### src/pattern_gen_pkg.sv
/*
 pattern_gen_pkg: constants shared by the pattern generator and its group selector.
 Assumes a 32-bit AXI4-Lite register bus with byte addresses.
*/
package pattern_gen_pkg;
	localparam int DEF_NUM_PATTERNS = 16;
	localparam int DEF_PATTERN_BITS = 16;
	localparam int DEF_NUM_GROUPS = 2;
	localparam int SEL_W = 8;
	localparam int IDX_W = 4;
	localparam int LIM_W = 5;
	localparam int ADDR_W = 8;

	// register map, byte addresses
	localparam logic [ADDR_W-1:0] GROUP_BASE = 8'h00;
	localparam logic [ADDR_W-1:0] GROUP_STRIDE = 8'h10;
	localparam logic [1:0] GREG_SEL = 2'h0;
	localparam logic [1:0] GREG_LIMIT = 2'h1;
	localparam logic [1:0] GREG_WIDTH = 2'h2;
	localparam logic [1:0] GREG_OUTPUT = 2'h3;
	localparam logic [ADDR_W-1:0] PATTERN_BASE = 8'h40;

	// fields of the selection register on read
	localparam int SEL_LOCAL_LSB = 0;
	localparam int SEL_EFFECTIVE_LSB = 8;
	localparam int SEL_WIRED_BIT = 16;

	// reset values
	localparam logic [SEL_W-1:0] SEL_RESET = 8'h00;
	localparam logic [LIM_W-1:0] LIMIT_RESET = 5'h10;
	localparam logic [LIM_W-1:0] WIDTH_RESET = 5'h10;

	localparam logic [1:0] RESP_OKAY = 2'h0;
	localparam logic [1:0] RESP_SLVERR = 2'h2;
endpackage

### src/group_select.sv
/*
 group_select: one output group; picks the selection source, clamps it to the
 high limit, fetches that pattern and masks bits beyond the width.
 Assumes pattern words and settings arrive on the same clock.
*/
`timescale 1ns/1ps
module group_select import pattern_gen_pkg::*; #(
	parameter int NUM_PATTERNS = DEF_NUM_PATTERNS,
	parameter int PATTERN_BITS = DEF_PATTERN_BITS
) (
	input wire logic ref_clk,
	input wire logic srst,
	input wire logic src_wired,
	input wire logic [SEL_W-1:0] src_value,
	input wire logic [SEL_W-1:0] local_sel,
	input wire logic [LIM_W-1:0] high_limit,
	input wire logic [LIM_W-1:0] out_width,
	input wire logic [NUM_PATTERNS*PATTERN_BITS-1:0] pattern_flat,
	output logic [IDX_W-1:0] sel_index_reg,
	output logic [PATTERN_BITS-1:0] active_output_word
);
	logic [IDX_W-1:0] sel_index_next;
	logic [PATTERN_BITS-1:0] word_next;
	logic [SEL_W-1:0] raw_sel;
	logic [LIM_W-1:0] lim_eff;
	logic [SEL_W-1:0] max_idx;
	logic [PATTERN_BITS-1:0] fetched;

	initial begin
		if (NUM_PATTERNS > (1 << IDX_W) || NUM_PATTERNS >= (1 << LIM_W)) begin
			$error("group_select: NUM_PATTERNS too large");
		end
	end

	always_comb begin
		raw_sel = src_wired ? src_value : local_sel;
		// limit 0 or above the store means no restriction
		if (high_limit == '0 || int'(high_limit) > NUM_PATTERNS) begin
			lim_eff = LIM_W'(NUM_PATTERNS);
		end else begin
			lim_eff = high_limit;
		end
		max_idx = SEL_W'(lim_eff - LIM_W'(1));
		if (raw_sel > max_idx) begin
			sel_index_next = max_idx[IDX_W-1:0];
		end else begin
			sel_index_next = raw_sel[IDX_W-1:0];
		end
		fetched = pattern_flat[sel_index_next*PATTERN_BITS +: PATTERN_BITS];
		for (int b = 0; b < PATTERN_BITS; b++) begin
			word_next[b] = (b < int'(out_width)) ? fetched[b] : 1'b0;
		end
	end

	always_ff @(posedge ref_clk) begin
		if (srst) begin
			sel_index_reg <= '0;
			active_output_word <= '0;
		end else begin
			sel_index_reg <= sel_index_next;
			active_output_word <= word_next;
		end
	end
endmodule

### src/pattern_generator.sv
/*
 pattern_generator: sixteen stored output patterns, two output groups, AXI4-Lite
 register access. Assumes the selection sources and their wired flags come from
 logic on ref_clk, so they are read without synchronisers.
*/
`timescale 1ns/1ps
// Behaviour
// - sixteen patterns, indexed 0 to 15, are stored and each can be selected.
// - every pattern holds up to sixteen on/off output bits.
// - two output groups each have their own selection and active pattern.
// - a selection of N drives the group outputs with pattern N.
// - a wired source sets the selection, read-only; the local value counts only unwired.
// - a high limit L permits only patterns 0 to L-1 in that group; a limit of 0 permits every pattern.
// - a width setting limits how many pattern bits reach the outputs.
// - each group's current output word is readable.
module pattern_generator import pattern_gen_pkg::*; #(
	parameter int NUM_PATTERNS = DEF_NUM_PATTERNS,
	parameter int PATTERN_BITS = DEF_PATTERN_BITS,
	parameter int NUM_GROUPS = DEF_NUM_GROUPS
) (
	input wire logic ref_clk,
	input wire logic srst,
	input wire logic [NUM_GROUPS-1:0] sel_src_wired,
	input wire logic [NUM_GROUPS*SEL_W-1:0] sel_src_value,
	output logic [NUM_GROUPS*PATTERN_BITS-1:0] pattern_out,
	input wire logic [ADDR_W-1:0] s_axi_awaddr,
	input wire logic [2:0] s_axi_awprot,
	input wire logic s_axi_awvalid,
	output logic s_axi_awready,
	input wire logic [31:0] s_axi_wdata,
	input wire logic [3:0] s_axi_wstrb,
	input wire logic s_axi_wvalid,
	output logic s_axi_wready,
	output logic [1:0] s_axi_bresp,
	output logic s_axi_bvalid,
	input wire logic s_axi_bready,
	input wire logic [ADDR_W-1:0] s_axi_araddr,
	input wire logic [2:0] s_axi_arprot,
	input wire logic s_axi_arvalid,
	output logic s_axi_arready,
	output logic [31:0] s_axi_rdata,
	output logic [1:0] s_axi_rresp,
	output logic s_axi_rvalid,
	input wire logic s_axi_rready
);
	initial begin
		if (NUM_PATTERNS < 1 || NUM_PATTERNS > DEF_NUM_PATTERNS) begin
			$error("pattern_generator: NUM_PATTERNS out of range");
		end
		if (PATTERN_BITS < 1 || PATTERN_BITS > 16) begin
			$error("pattern_generator: PATTERN_BITS out of range");
		end
		if (NUM_GROUPS < 1 || NUM_GROUPS * GROUP_STRIDE > PATTERN_BASE) begin
			$error("pattern_generator: NUM_GROUPS out of range");
		end
	end

	// pattern store and per-group settings
	logic [PATTERN_BITS-1:0] pattern_reg [NUM_PATTERNS];
	logic [PATTERN_BITS-1:0] pattern_next [NUM_PATTERNS];
	logic [SEL_W-1:0] local_sel_reg [NUM_GROUPS];
	logic [SEL_W-1:0] local_sel_next [NUM_GROUPS];
	logic [LIM_W-1:0] limit_reg [NUM_GROUPS];
	logic [LIM_W-1:0] limit_next [NUM_GROUPS];
	logic [LIM_W-1:0] width_reg [NUM_GROUPS];
	logic [LIM_W-1:0] width_next [NUM_GROUPS];
	logic [NUM_PATTERNS*PATTERN_BITS-1:0] pattern_flat;
	logic [IDX_W-1:0] sel_index [NUM_GROUPS];

	// write channel state
	logic aw_held_reg, aw_held_next;
	logic [ADDR_W-1:0] aw_addr_reg, aw_addr_next;
	logic w_held_reg, w_held_next;
	logic [31:0] w_data_reg, w_data_next;
	logic [3:0] w_strb_reg, w_strb_next;
	logic bvalid_reg, bvalid_next;
	logic [1:0] bresp_reg, bresp_next;
	logic do_write;

	// read channel state
	logic rvalid_reg, rvalid_next;
	logic [31:0] rdata_reg, rdata_next;
	logic [1:0] rresp_reg, rresp_next;

	genvar gi;
	generate
		for (gi = 0; gi < NUM_PATTERNS; gi++) begin : g_flat
			assign pattern_flat[gi*PATTERN_BITS +: PATTERN_BITS] = pattern_reg[gi];
		end
		for (gi = 0; gi < NUM_GROUPS; gi++) begin : g_group
			// each group is independent, so both can drive at once
			group_select #(
				.NUM_PATTERNS(NUM_PATTERNS),
				.PATTERN_BITS(PATTERN_BITS)
			) u_group (
				.ref_clk(ref_clk),
				.srst(srst),
				.src_wired(sel_src_wired[gi]),
				.src_value(sel_src_value[gi*SEL_W +: SEL_W]),
				.local_sel(local_sel_reg[gi]),
				.high_limit(limit_reg[gi]),
				.out_width(width_reg[gi]),
				.pattern_flat(pattern_flat),
				.sel_index_reg(sel_index[gi]),
				.active_output_word(pattern_out[gi*PATTERN_BITS +: PATTERN_BITS])
			);
		end
	endgenerate

	// merge a bus word into a register under byte strobes
	function automatic logic [31:0] merge(input logic [31:0] old, input logic [31:0] data,
		input logic [3:0] strb);
		logic [31:0] res;
		res = old;
		for (int b = 0; b < 4; b++) begin
			if (strb[b]) begin
				res[b*8 +: 8] = data[b*8 +: 8];
			end
		end
		return res;
	endfunction

	function automatic logic is_group(input logic [ADDR_W-1:0] a);
		return int'(a) >= int'(GROUP_BASE) &&
			int'(a) < int'(GROUP_BASE) + NUM_GROUPS * int'(GROUP_STRIDE);
	endfunction

	function automatic logic is_pattern(input logic [ADDR_W-1:0] a);
		return int'(a) >= int'(PATTERN_BASE) &&
			int'(a) < int'(PATTERN_BASE) + 4 * NUM_PATTERNS;
	endfunction

	function automatic int group_of(input logic [ADDR_W-1:0] a);
		return (int'(a) - int'(GROUP_BASE)) / int'(GROUP_STRIDE);
	endfunction

	function automatic logic [1:0] greg_of(input logic [ADDR_W-1:0] a);
		return a[3:2];
	endfunction

	function automatic int pattern_of(input logic [ADDR_W-1:0] a);
		return (int'(a) - int'(PATTERN_BASE)) / 4;
	endfunction

	// write path: address and data taken in either order, applied together
	always_comb begin
		aw_held_next = aw_held_reg;
		aw_addr_next = aw_addr_reg;
		w_held_next = w_held_reg;
		w_data_next = w_data_reg;
		w_strb_next = w_strb_reg;
		bvalid_next = bvalid_reg;
		bresp_next = bresp_reg;
		for (int p = 0; p < NUM_PATTERNS; p++) begin
			pattern_next[p] = pattern_reg[p];
		end
		for (int g = 0; g < NUM_GROUPS; g++) begin
			local_sel_next[g] = local_sel_reg[g];
			limit_next[g] = limit_reg[g];
			width_next[g] = width_reg[g];
		end
		if (s_axi_awvalid && s_axi_awready) begin
			aw_held_next = 1'b1;
			aw_addr_next = s_axi_awaddr;
		end
		if (s_axi_wvalid && s_axi_wready) begin
			w_held_next = 1'b1;
			w_data_next = s_axi_wdata;
			w_strb_next = s_axi_wstrb;
		end
		if (s_axi_bvalid && s_axi_bready) begin
			bvalid_next = 1'b0;
		end
		if (do_write) begin
			aw_held_next = 1'b0;
			w_held_next = 1'b0;
			bvalid_next = 1'b1;
			bresp_next = RESP_OKAY;
			if (aw_addr_reg[1:0] != 2'h0) begin
				bresp_next = RESP_SLVERR;
			end else if (is_pattern(aw_addr_reg)) begin
				// whole word write sets every bit on or off at once
				pattern_next[pattern_of(aw_addr_reg)] = PATTERN_BITS'(merge(
					32'(pattern_reg[pattern_of(aw_addr_reg)]), w_data_reg, w_strb_reg));
			end else if (is_group(aw_addr_reg)) begin
				case (greg_of(aw_addr_reg))
					GREG_SEL: begin
						// kept even while wired; only used once unwired
						local_sel_next[group_of(aw_addr_reg)] = SEL_W'(merge(
							32'(local_sel_reg[group_of(aw_addr_reg)]), w_data_reg,
							w_strb_reg));
					end
					GREG_LIMIT: begin
						limit_next[group_of(aw_addr_reg)] = LIM_W'(merge(
							32'(limit_reg[group_of(aw_addr_reg)]), w_data_reg, w_strb_reg));
					end
					GREG_WIDTH: begin
						width_next[group_of(aw_addr_reg)] = LIM_W'(merge(
							32'(width_reg[group_of(aw_addr_reg)]), w_data_reg, w_strb_reg));
					end
					default: begin
						// output word is read-only; writes ignored
					end
				endcase
			end else begin
				bresp_next = RESP_SLVERR;
			end
		end
	end

	assign do_write = aw_held_reg && w_held_reg && !bvalid_reg;
	assign s_axi_awready = !aw_held_reg;
	assign s_axi_wready = !w_held_reg;
	assign s_axi_bvalid = bvalid_reg;
	assign s_axi_bresp = bresp_reg;

	// read path: one cycle from address to data
	always_comb begin
		rvalid_next = rvalid_reg;
		rdata_next = rdata_reg;
		rresp_next = rresp_reg;
		if (s_axi_rvalid && s_axi_rready) begin
			rvalid_next = 1'b0;
		end
		if (s_axi_arvalid && s_axi_arready) begin
			rvalid_next = 1'b1;
			rdata_next = 32'h0000_0000;
			rresp_next = RESP_OKAY;
			if (s_axi_araddr[1:0] != 2'h0) begin
				rresp_next = RESP_SLVERR;
			end else if (is_pattern(s_axi_araddr)) begin
				rdata_next = 32'(pattern_reg[pattern_of(s_axi_araddr)]);
			end else if (is_group(s_axi_araddr)) begin
				case (greg_of(s_axi_araddr))
					GREG_SEL: begin
						rdata_next[SEL_LOCAL_LSB +: SEL_W] = local_sel_reg[group_of(s_axi_araddr)];
						rdata_next[SEL_EFFECTIVE_LSB +: IDX_W] = sel_index[group_of(s_axi_araddr)];
						rdata_next[SEL_WIRED_BIT] = sel_src_wired[group_of(s_axi_araddr)];
					end
					GREG_LIMIT: begin
						rdata_next = 32'(limit_reg[group_of(s_axi_araddr)]);
					end
					GREG_WIDTH: begin
						rdata_next = 32'(width_reg[group_of(s_axi_araddr)]);
					end
					default: begin
						rdata_next = 32'(pattern_out[group_of(s_axi_araddr)*PATTERN_BITS
							+: PATTERN_BITS]);
					end
				endcase
			end else begin
				rresp_next = RESP_SLVERR;
			end
		end
	end

	assign s_axi_arready = !rvalid_reg;
	assign s_axi_rvalid = rvalid_reg;
	assign s_axi_rdata = rdata_reg;
	assign s_axi_rresp = rresp_reg;

	always_ff @(posedge ref_clk) begin
		if (srst) begin
			aw_held_reg <= 1'b0;
			aw_addr_reg <= '0;
			w_held_reg <= 1'b0;
			w_data_reg <= 32'h0000_0000;
			w_strb_reg <= 4'h0;
			bvalid_reg <= 1'b0;
			bresp_reg <= RESP_OKAY;
			rvalid_reg <= 1'b0;
			rdata_reg <= 32'h0000_0000;
			rresp_reg <= RESP_OKAY;
			for (int p = 0; p < NUM_PATTERNS; p++) begin
				pattern_reg[p] <= '0;
			end
			for (int g = 0; g < NUM_GROUPS; g++) begin
				local_sel_reg[g] <= SEL_RESET;
				limit_reg[g] <= LIMIT_RESET;
				width_reg[g] <= WIDTH_RESET;
			end
		end else begin
			aw_held_reg <= aw_held_next;
			aw_addr_reg <= aw_addr_next;
			w_held_reg <= w_held_next;
			w_data_reg <= w_data_next;
			w_strb_reg <= w_strb_next;
			bvalid_reg <= bvalid_next;
			bresp_reg <= bresp_next;
			rvalid_reg <= rvalid_next;
			rdata_reg <= rdata_next;
			rresp_reg <= rresp_next;
			for (int p = 0; p < NUM_PATTERNS; p++) begin
				pattern_reg[p] <= pattern_next[p];
			end
			for (int g = 0; g < NUM_GROUPS; g++) begin
				local_sel_reg[g] <= local_sel_next[g];
				limit_reg[g] <= limit_next[g];
				width_reg[g] <= width_next[g];
			end
		end
	end
endmodule

### config.mk
export PLATFORM = sky130hd
export DESIGN_NAME = pattern_generator
export DESIGN_NICKNAME = d
export VERILOG_FILES = /design/src/pattern_gen_pkg.sv /design/src/group_select.sv /design/src/pattern_generator.sv
export SDC_FILE = /design/constraint.sdc
export NUM_CORES = 1
export LEC_CHECK = 0
export BUFFER_PORTS_ARGS = -buffer_cell sky130_fd_sc_hd__buf_2
export CORE_ASPECT_RATIO = 0.75
export CORE_UTILIZATION = 30
export DETAILED_ROUTE_END_ITERATION = 6
export GPL_TIMING_DRIVEN = 0
export PLACE_DENSITY = 0.48
export SKIP_CTS_REPAIR_TIMING = 1
export SLEW_MARGIN = 5
export SYNTH_ARGS = -nofsm -noshare
export SYNTH_HDL_FRONTEND = slang
export SYNTH_HIERARCHICAL = 1
export SYNTH_SLANG_ARGS = --single-unit
### constraint.sdc
create_clock -name ref_clk -period 6.15 [get_ports ref_clk]
set_input_delay 0.3075 -clock ref_clk [delete_from_list [all_inputs] [get_ports ref_clk]]
set_output_delay 0.3075 -clock ref_clk [all_outputs]
set_load 0.1 [all_outputs]
### Word level (Yosys, flattened, before mapping)

Memories as Yosys holds them, arrays and structs flattened. A register that Yosys moved wholly into a read port is not among the register bits.
Index checks and enable logic that the tools add are counted.

| cells by class | value |
|---|---|
| $add $sub $neg | 6 |
| $mul | 0 |
| divide/modulo/power cells | 0 |
| magnitude comparators | 48 |
| eq/ne operators | 4 |
| shift-type cells | 3 |
| muxes and demuxes | 112 |
| bitwise logic cells | 59 |
| reductions and logical operators | 61 |

Operators by type and width:

| kind | number |
|---|---|
| 256-bit 2-to-1 mux | 3 |
| 256-bit by 9-bit variable part select with 16-bit output | 2 |
| 16-bit 2-to-1 mux | 22 |
| 256-bit bitwise mux | 1 |
| 8-bit 2-to-1 mux | 19 |
| 10-bit 2-to-1 mux | 10 |
| 5-bit 2-to-1 mux | 19 |
| 4-bit by 5-bit < comparator with 1-bit output, first input constant | 16 |
| 2-bit OR reduction | 35 |
| 16-bit demux with 4-bit select | 1 |
| 32-bit by 2-bit greater-or-equal comparator with 1-bit output, second input constant | 2 |
| 32-bit by 1-bit < comparator with 1-bit output, second input constant | 2 |
| 4-bit inverter with 32-bit output | 2 |
| 17-bit 2-to-1 mux | 3 |
| 3-bit by 5-bit < comparator with 1-bit output, first input constant | 8 |
| 12-bit case mux with 3 select lines | 1 |
| 32-bit by 1-bit adder with 32-bit output | 1 |
| 32-bit by 5-bit greater-or-equal comparator with 1-bit output, second input constant | 1 |
| 1-bit inverter | 32 |
| 32-bit inverter | 1 |
| 32-bit by 9-bit variable part select with 16-bit output | 1 |
| 4-bit 2-to-1 mux | 6 |
| 1-bit OR | 22 |
| 10-bit bitwise mux | 2 |
| 26 further kinds | 81 |

| word-level totals | value |
|---|---|
| register bits after elaboration | 106 |
| bits in latches | 0 |
| bits in writable memories | 292 |
| memory bits (read-only) | 0 |
| input bits | 83 |
| output and inout port bits | 73 |
| logic and storage cells | 341 |
| memories | 4 |

Memories:

| name | words | width | read ports | clocked after Yosys merged registers in | wr ports | RTL line | text |
|---|---|---|---|---|---|---|---|
| pattern_reg | 16 | 16 | 18 | 0 | 16 | pattern_generator.sv:59 | `logic [PATTERN_BITS-1:0] pattern_reg [NUM_PATTERNS];` |
| local_sel_reg | 2 | 8 | 4 | 1 | 2 | pattern_generator.sv:61 | `logic [SEL_W-1:0] local_sel_reg [NUM_GROUPS];` |
| limit_reg | 2 | 5 | 4 | 1 | 2 | pattern_generator.sv:63 | `logic [LIM_W-1:0] limit_reg [NUM_GROUPS];` |
| width_reg | 2 | 5 | 4 | 1 | 2 | pattern_generator.sv:65 | `logic [LIM_W-1:0] width_reg [NUM_GROUPS];` |

### Longest topological paths before layout

Gate-level depths: netlist of run 1.

| logic depth | value |
|---|---|
| word-level depth | 14 |
| mapped depth | 23 |
| mapped depth without buffers | 18 |

### Modules after synthesis

Netlist of run 1, hierarchy kept.

Modules (own cells, without submodules):

| module | times used | cells an instance | area each (sq um) | sequential area each (sq um) |
|---|---|---|---|---|
| pattern_generator | 1 | 2145 | 19896.6 | 6846.6 |
| group_select (g_group[0].u_group) | 1 | 535 | 3749.8 | 400.4 |
| group_select (g_group[1].u_group) | 1 | 503 | 3696.0 | 400.4 |

### Worst setup path after synthesis of run 1

Ideal clock, no wire load.

| path | value |
|---|---|
| kind | register to register |
| start point | mem limit_reg[1][0] |
| end point | reg g_group[1].u_group.active_output_word[2] |
| library setup time | 0.124 ns |
| arrival | 4.151 ns |
| data required time | 6.026 ns |
| path slack | 1.876 ns |
| cell stages (with the launch flop) | 21 |
| path buffers | 3 |
| period minus slack after synthesis | 4.274 ns |
| cell sequence | dfxtp_1 > nor3_2 > nand2b_1 > ha_1 > nand2b_1 > ha_1 > xnor2_1 > inv_1 > ha_1 > nand3_1 > or3_1 > mux2i_1 > or2_1 > buf_4 > mux2i_1 > buf_4 > buf_2 > mux2i_1 > mux2i_1 > o31ai_1 > a21oi_1 |

RTL lines:

| what | RTL line | text |
|---|---|---|
| start: declaration | pattern_generator.sv:63 |  |
| end signal: assignment | group_select.sv:61 | `active_output_word <= word_next;` |
| end: declaration | group_select.sv:20 | `output logic [PATTERN_BITS-1:0] active_output_word` |

==> impl_metrics.py, run 1 <==
metrics = {
    "run_status": {
        "status": "complete, but fails checks",
        "violations": "negative hold slack, max-capacitance violations, max-slew violations",
    },
    "place": {
        "dp_hpwl_mm": 130,
        "pre_cts_ws_ns": -0.337,
        "place.gp.congestion": 1.07,
        "io_buffers": 112,
    },
    "cts": {
        "clock_latency_ns": 0.63,
        "root_buffer": "clkbuf_16",
        "htreeDepth": 2,
        "tritoncts": "yes",
        "clk_pin_slew_ns": 0.06,
        "cts_made_buffers": 43,
        "clockBufferDepth": 3,
        "clock_sinks": 382,
    },
    "critical_path": {
        "cpMostUsedCell": "ha_1",
        "cp-start-kind": "register",
        "crit_chain": "nor3_2 > nand2b_1 > ha_1 > nand2b_1 > ha_1 > xnor2_2 > inv_1 > ha_1 > nand3_1 > or3_1 > mux2i_1 > or3_1 > buf_6 > and2_1 > buf_6 > buf_2 > a211oi_1 > a311oi_2 > o21ai_1 > a21oi_1",
        "slowest_stage": "a311oi_2",
        "crit_type": "register to register",
        "arrival_ns": 6.58,
        "endpoint_kind": "register",
        "r2r_setup_slack_ns": 0.02,
        "required_ns": 6.60,
        "cp_max_fo": 10,
        "reg2regPathDepth": 20,
        "r2r-start": "limit_reg[1][2]",
        "max_stage_delay_ns": 0.60,
        "timing.rr.end": "g_group[1].u_group/active_output_word[5]",
        "startpoint": "limit_reg[1][2]",
    },
    "global_routing": {
        "grt_max_degree": 14,
        "grt_pass1_wl_mm": 223,
        "grt_pass1_vias": 25404,
        "grt-ovfl-total": 0,
        "grt_antenna_before_repair": 16,
        "grt_usage_pct": 35.0,
    },
    "worst_hold_path": {
        "min_to": "s_axi_rvalid",
        "whs_path_depth": 3,
        "hp-class": "primary input to register",
        "hp-start": "s_axi_arvalid",
    },
    "route": {
        "dr.pass1.iters": 6,
        "antenna_left": 0,
        "vias_per_cell": 6.28,
        "wl_per_cell_um": 35.8,
        "routed-via-count": 29172,
        "routed_wl_mm": 166,
        "first_iter_violations": 4650,
        "drc": 0,
    },
    "pwr": {
        "intPower_uw": 4670,
        "switching_share_pct": 35.3,
        "p_comb_share_pct": 24.8,
        "power_uw": 7220,
        "ir_drop_mv": 0.176,
        "p_leak_uw": 0.0111,
        "seqPwrFrac_pct": 35.3,
        "clockPowerShare_pct": 39.9,
        "p_sw_uw": 2550,
        "power_density_nw_per_um2": 229,
    },
    "sta": {
        "setup_slack_ns": 0.0195,
        "setup_violations": 0,
        "holdWs_ns": -0.0138,
        "finalCritPeriodShare_pct": 99.7,
        "tns_ns": 0,
        "fin_worst_skew_ns": 0.0301,
        "finalHoldViolations": 1,
        "slew_violations": 5,
        "worst_pin_slew_ns": 1.50,
        "period_needed_ns": 6.13,
        "max_freq_mhz": 163,
        "relSlewSlack_pct": -1.03,
    },
    "floorplanning": {
        "die_y_um": 263,
        "rows": 95,
        "start_util_pct": 30.4,
        "die_area_um2": 92400,
        "core-area_um2": 90000,
        "die_w_um": 351,
        "io_pins": 156,
    },
    "logic_synthesis": {
        "yosysWarnings": 6,
        "synth.top_cell.area_share_pct": 28.0,
        "synthArstFlopShare_pct": 0,
        "ys_seq_area_share_pct": 28.0,
        "yosysUniqueCellTypes": 91,
        "synthTopCellsByArea": "dfxtp_1 (28%), mux4_2 (11%), mux2i_1 (7.2%), o21ai_0 (5.1%), nand2_1 (5.0%)",
        "synth_flop_cell": "dfxtp_1",
        "synth_common_cells": "dfxtp_1 (382), nand2_1 (367), o21ai_0 (281)",
        "syn_inst": 3183,
        "ys_seq_elements": 382,
        "yosysTopAreaCell": "dfxtp_1",
        "synth-edff-count": 0,
        "synth_most_common_cell": "dfxtp_1",
        "synth.avg_cell_area_um2": 8.59,
        "netlist_area_um2": 27300,
    },
    "run": {
        "maxCapViolations": 1,
    },
    "final_layout": {
        "fillers": 9559,
        "nets": 3509,
        "largest_reg_flops": 256,
        "drive_above_1_share_pct": 16.5,
        "final_core_util_pct": 35.1,
        "areaGrowthSynthToFinish_pct": 15.5,
    },
}
-- kinds of logic after synthesis --
logic type / count (synthesis) / synth area share (%)
muxes: 368 / 20.1
adders and majority gates: 33 / 1.51
buffers and inverters: 332 / 6.04
and+or+nand+nor: 1225 / 22.6
AOI/OAI and AO/OA: 830 / 21.4
other: 1 / 0.0137
DFF: 382 / 28.0
xor gates and xnor gates: 12 / 0.384
-- worst max-delay path by stage --
stage	end	slack, ns	cells after the start
4_1_cts	g_group[1].u_group/active_output_word[11]	-0.40	19
2_1_floorplan	g_group[1].u_group/active_output_word[2]	1.88	20
6_report	g_group[1].u_group/active_output_word[5]	0.02	20
3_3_place_gp	g_group[1].u_group/active_output_word[11]	-0.37	19
3_5_place_dp	g_group[1].u_group/active_output_word[11]	-0.34	19
5_1_grt	g_group[1].u_group/active_output_word[5]	-0.002	20
-- critical path: cells and delay by family (launching register included) --
kind                       cells  cell delay [ns]
buffers and inverters          4             0.92
DFF                            1             0.38
AOI/OAI and AO/OA              4             1.52
adders and majority gates      3             0.95
xor gates and xnor gates       1             0.32
muxes                          1             0.37
and+or+nand+nor                7             1.48
-- power groups by stage --
stage	sequential (µW)	clock, µW	combinational (µW)
global route	2550	3000	1790
finish	2550	2880	1790
CTS	2550	2910	1660
detailed placement	2610	0	1660
floorplan	2780	0	826
global placement	2600	0	1670
-- layer usage --
metal | track usage, % | routed length (µm) | share of wire [%]
met1 | 52.5 | 74900 | 45
met2 | 44.5 | 61900 | 37
met3 | 14.5 | 24400 | 15
met4 | 9.18 | 5140 | 3.1
met5 | 0 | 47 | 0.028
-- cell usage in the layout (no fill, tap or decap), drive strengths merged, types with 8 or more instances in the layout --
master and n:
a31o 8, a311oi 18, nand2b 158, nand2 369, a32oi 11, ha 33
a21o 13, dfxtp 382, and3 10, clkbuf 227, mux2i 198, mux2 32
nor2 185, o221ai 134, a32o 10, nand3b 15, nand3 215, a221oi 18
a311o 12, inv 30, a211oi 59, mux4 138, or2 10, o41ai 8
nor3 19, conb 17, o31ai 13, o211a 13, o21ai 306, nor2b 190
a31oi 30, a21boi 39, a21oi 80, dlygate4sd3 30, buf 256, o211ai 8
nand4 16
-- through the flow --
stage,instances,instance area [µm²]
after floorplan,3199,27400
final,4642,31600
after global placement,4523,29500
after detailed placement,4528,29600
after CTS,4606,31100
after global routing,4638,31600
-- cell type report --
type                       instances  area, µm²  share of cell area (%)
inverter                          29        109                   0.345
sequential                       382       7650                    24.2
timing repair buffer             149        932                    2.95
tap                             1212       1520                    4.80
antenna                            4       10.0                  0.0317
clock buffer                      61       1230                    3.91
buffer                           303       1560                    4.93
multi-input combinational       2485      18300                    57.8
clock inverter                    17        309                   0.979
No activity file was read; power rests on OpenSTA's default activity.
==> run 2, diff against run 1 <==
--- a/config.mk
+++ b/config.mk
@@ -10,7 +10,7 @@
 export CORE_UTILIZATION = 30
 export DETAILED_ROUTE_END_ITERATION = 6
 export GPL_TIMING_DRIVEN = 0
-export PLACE_DENSITY = 0.48
+export PLACE_DENSITY = 0.44
 export SKIP_CTS_REPAIR_TIMING = 1
 export SLEW_MARGIN = 5
 export SYNTH_ARGS = -nofsm -noshare
==> run 2 against run 1 <==
Effect of this change: the run ends with design-rule violations, negative hold slack left; global-route usage grew 0.89 points; via count shrank 0.19%; critical path type unchanged; power shrank 2.2%; sequential power is essentially flat.
==> impl_metrics.py, run 2 (same netlist as run 1, synthesis figures left out) <==
metrics = {
    "floorplanning": {
        "die_w_um": 351,
        "core-area_um2": 90000,
        "start_util_pct": 30.4,
        "io_pins": 156,
        "die_area_um2": 92400,
        "die_y_um": 263,
        "rows": 95,
    },
    "cts": {
        "clk_pin_slew_ns": 0.06,
        "clock_sinks": 382,
        "clockBufferDepth": 3,
        "htreeDepth": 2,
        "cts_made_buffers": 43,
        "root_buffer": "clkbuf_16",
        "tritoncts": "yes",
        "clock_latency_ns": 0.62,
    },
    "critical_path": {
        "cp-start-kind": "register",
        "required_ns": 6.58,
        "cp_max_fo": 10,
        "reg2regPathDepth": 19,
        "timing.rr.end": "g_group[1].u_group/active_output_word[11]",
        "worst-path-stages": 19,
        "r2r_setup_slack_ns": 0.007,
        "cpMostUsedCell": "ha_1",
        "r2r-start": "limit_reg[1][0]",
        "startpoint": "limit_reg[1][0]",
        "crit_chain": "nor3_2 > nand2b_1 > ha_1 > nand2b_1 > ha_1 > nand3_1 > xnor2_1 > ha_1 > nand4_1 > o311a_2 > o21ai_2 > nand2_1 > clkbuf_4 > buf_4 > clkbuf_4 > nor2_1 > nor2_1 > o21ai_0 > a21oi_2",
        "endpoint_kind": "register",
        "max_stage_delay_ns": 0.69,
        "slowest_stage": "o21ai_0",
        "crit_family": "compound AO/OA/AOI/OAI gates",
        "crit_type": "register to register",
        "arrival_ns": 6.57,
        "critical_path_buf_inv_count": 3,
        "crit_end": "g_group[1].u_group/active_output_word[11]",
    },
    "pwr": {
        "ir_drop_mv": 0.166,
        "p_leak_uw": 0.0110,
        "power_density_nw_per_um2": 224,
    },
    "final_layout": {
        "areaGrowthSynthToFinish_pct": 15.1,
        "layout_commonest_cell": "dfxtp_1",
        "largest_reg_flops": 256,
        "drive_above_1_share_pct": 16.7,
        "final_cell_mix": "dfxtp_1 (382), nand2_1 (367), o21ai_0 (276)",
        "seqCellArea_um2": 7650,
        "final_core_util_pct": 35.0,
        "fillers": 9472,
        "nets": 3504,
        "multi_input_area_um2": 18300,
    },
    "route": {
        "vias_per_cell": 6.28,
        "antenna_left": 0,
        "routed-via-count": 29118,
        "wl_per_cell_um": 36.7,
        "drc": 10,
        "first_iter_violations": 4207,
        "dr.pass1.iters": 7,
        "routed_wl_mm": 170,
    },
    "global_routing": {
        "grt_usage_pct": 35.9,
        "grt_max_degree": 14,
        "grt_pass1_vias": 25784,
        "grt_antenna_before_repair": 17,
        "grt_pass1_wl_mm": 229,
        "grt-ovfl-total": 0,
    },
    "sta": {
        "relSlewSlack_pct": 2.17,
        "holdWs_ns": -0.0172,
        "setup_violations": 0,
        "worst_pin_slew_ns": 1.47,
        "tns_ns": 0,
        "fin_worst_skew_ns": 0.0286,
        "max_freq_mhz": 163,
        "finalHoldViolations": 3,
        "period_needed_ns": 6.14,
        "slew_violations": 0,
        "finalCritPeriodShare_pct": 99.9,
    },
    "run": {
        "maxCapViolations": 0,
    },
    "worst_hold_path": {
        "hp-class": "primary input to register",
    },
    "run_status": {
        "violations": "design-rule violations, negative hold slack",
        "status": "complete, but fails checks",
    },
    "place": {
        "io_buffers": 112,
        "place.gp.congestion": 1.05,
        "dp_hpwl_mm": 134,
    },
}
run 2: changes by cell type in the layout (fill, tap and decap cells not counted), sizes merged:
cell | previous run | this run
clkbuf | 227 | 234
bufinv | 7 | 2
buf | 256 | 252
diode | 4 | 7
dlygate4sd3 | 30 | 27
clkinvlp | 2 | 1
inv | 30 | 31
run 2: area by class of cell:
class                   instances  share of cell area [%]
multi-input cells            2485                    58.1
flip-flops and latches        382                    24.3
plain buffers                 303                    4.97
well taps                    1212                    4.82
clock buffers                  66                    4.08
repair buffers                144                    2.87
clock inverters                12                   0.429
inverters                      29                   0.346
diodes                          7                  0.0557
run 2: worst min-delay path by stage:
| stage | start | endpoint | depth (start not counted) |
|---|---|---|---|
| 3_3_place_gp | s_axi_rdata[8] | s_axi_rdata[8] | 2 |
| 2_1_floorplan | s_axi_rready | s_axi_rvalid | 1 |
| 3_5_place_dp | s_axi_rdata[8] | s_axi_rdata[8] | 2 |
| 4_1_cts | s_axi_rready | s_axi_rvalid | 2 |
| 6_report | s_axi_arvalid | s_axi_rvalid | 3 |
| 5_1_grt | s_axi_awvalid | aw_held_reg | 3 |
run 2: stage by stage:
stage | area (µm²) | worst slack, ns | cells | power, µW
after floorplan | 27400 | 1.88 | 3199 | 3610
after global placement | 29500 | -0.590 | 4523 | 4290
after detailed placement | 29500 | -0.544 | 4526 | 4280
after CTS | 31000 | -0.607 | 4604 | 6960
after global routing | 31500 | -0.0135 | 4635 | 7180
final | 31500 | 0.00699 | 4640 | 7060
run 2: layer usage:
layer	routed length [µm]	track usage, %
met5	34	0
met4	5020	9.85
met3	23300	14.3
met2	62100	44.6
met1	79800	54.8
run 2: power by group:
group	leakage (µW)	switching [µW]	total, µW	internal [µW]
Clock	0.000696	1160	2690	1530
Combinational	0.00723	1360	1820	456
Sequential	0.00309	30.9	2550	2520
Total	0.0110	2560	7060	4500
run 2: worst register-to-register path: stages, from the launching register on:
cell	delay, ns
dfxtp_1	0.38
nor3_2	0.36
nand2b_1	0.10
ha_1	0.38
nand2b_1	0.19
ha_1	0.23
nand3_1	0.12
xnor2_1	0.15
ha_1	0.28
nand4_1	0.16
o311a_2	0.49
o21ai_2	0.66
nand2_1	0.39
clkbuf_4	0.35
buf_4	0.28
clkbuf_4	0.33
nor2_1	0.16
nor2_1	0.05
o21ai_0	0.69
a21oi_2	0.22
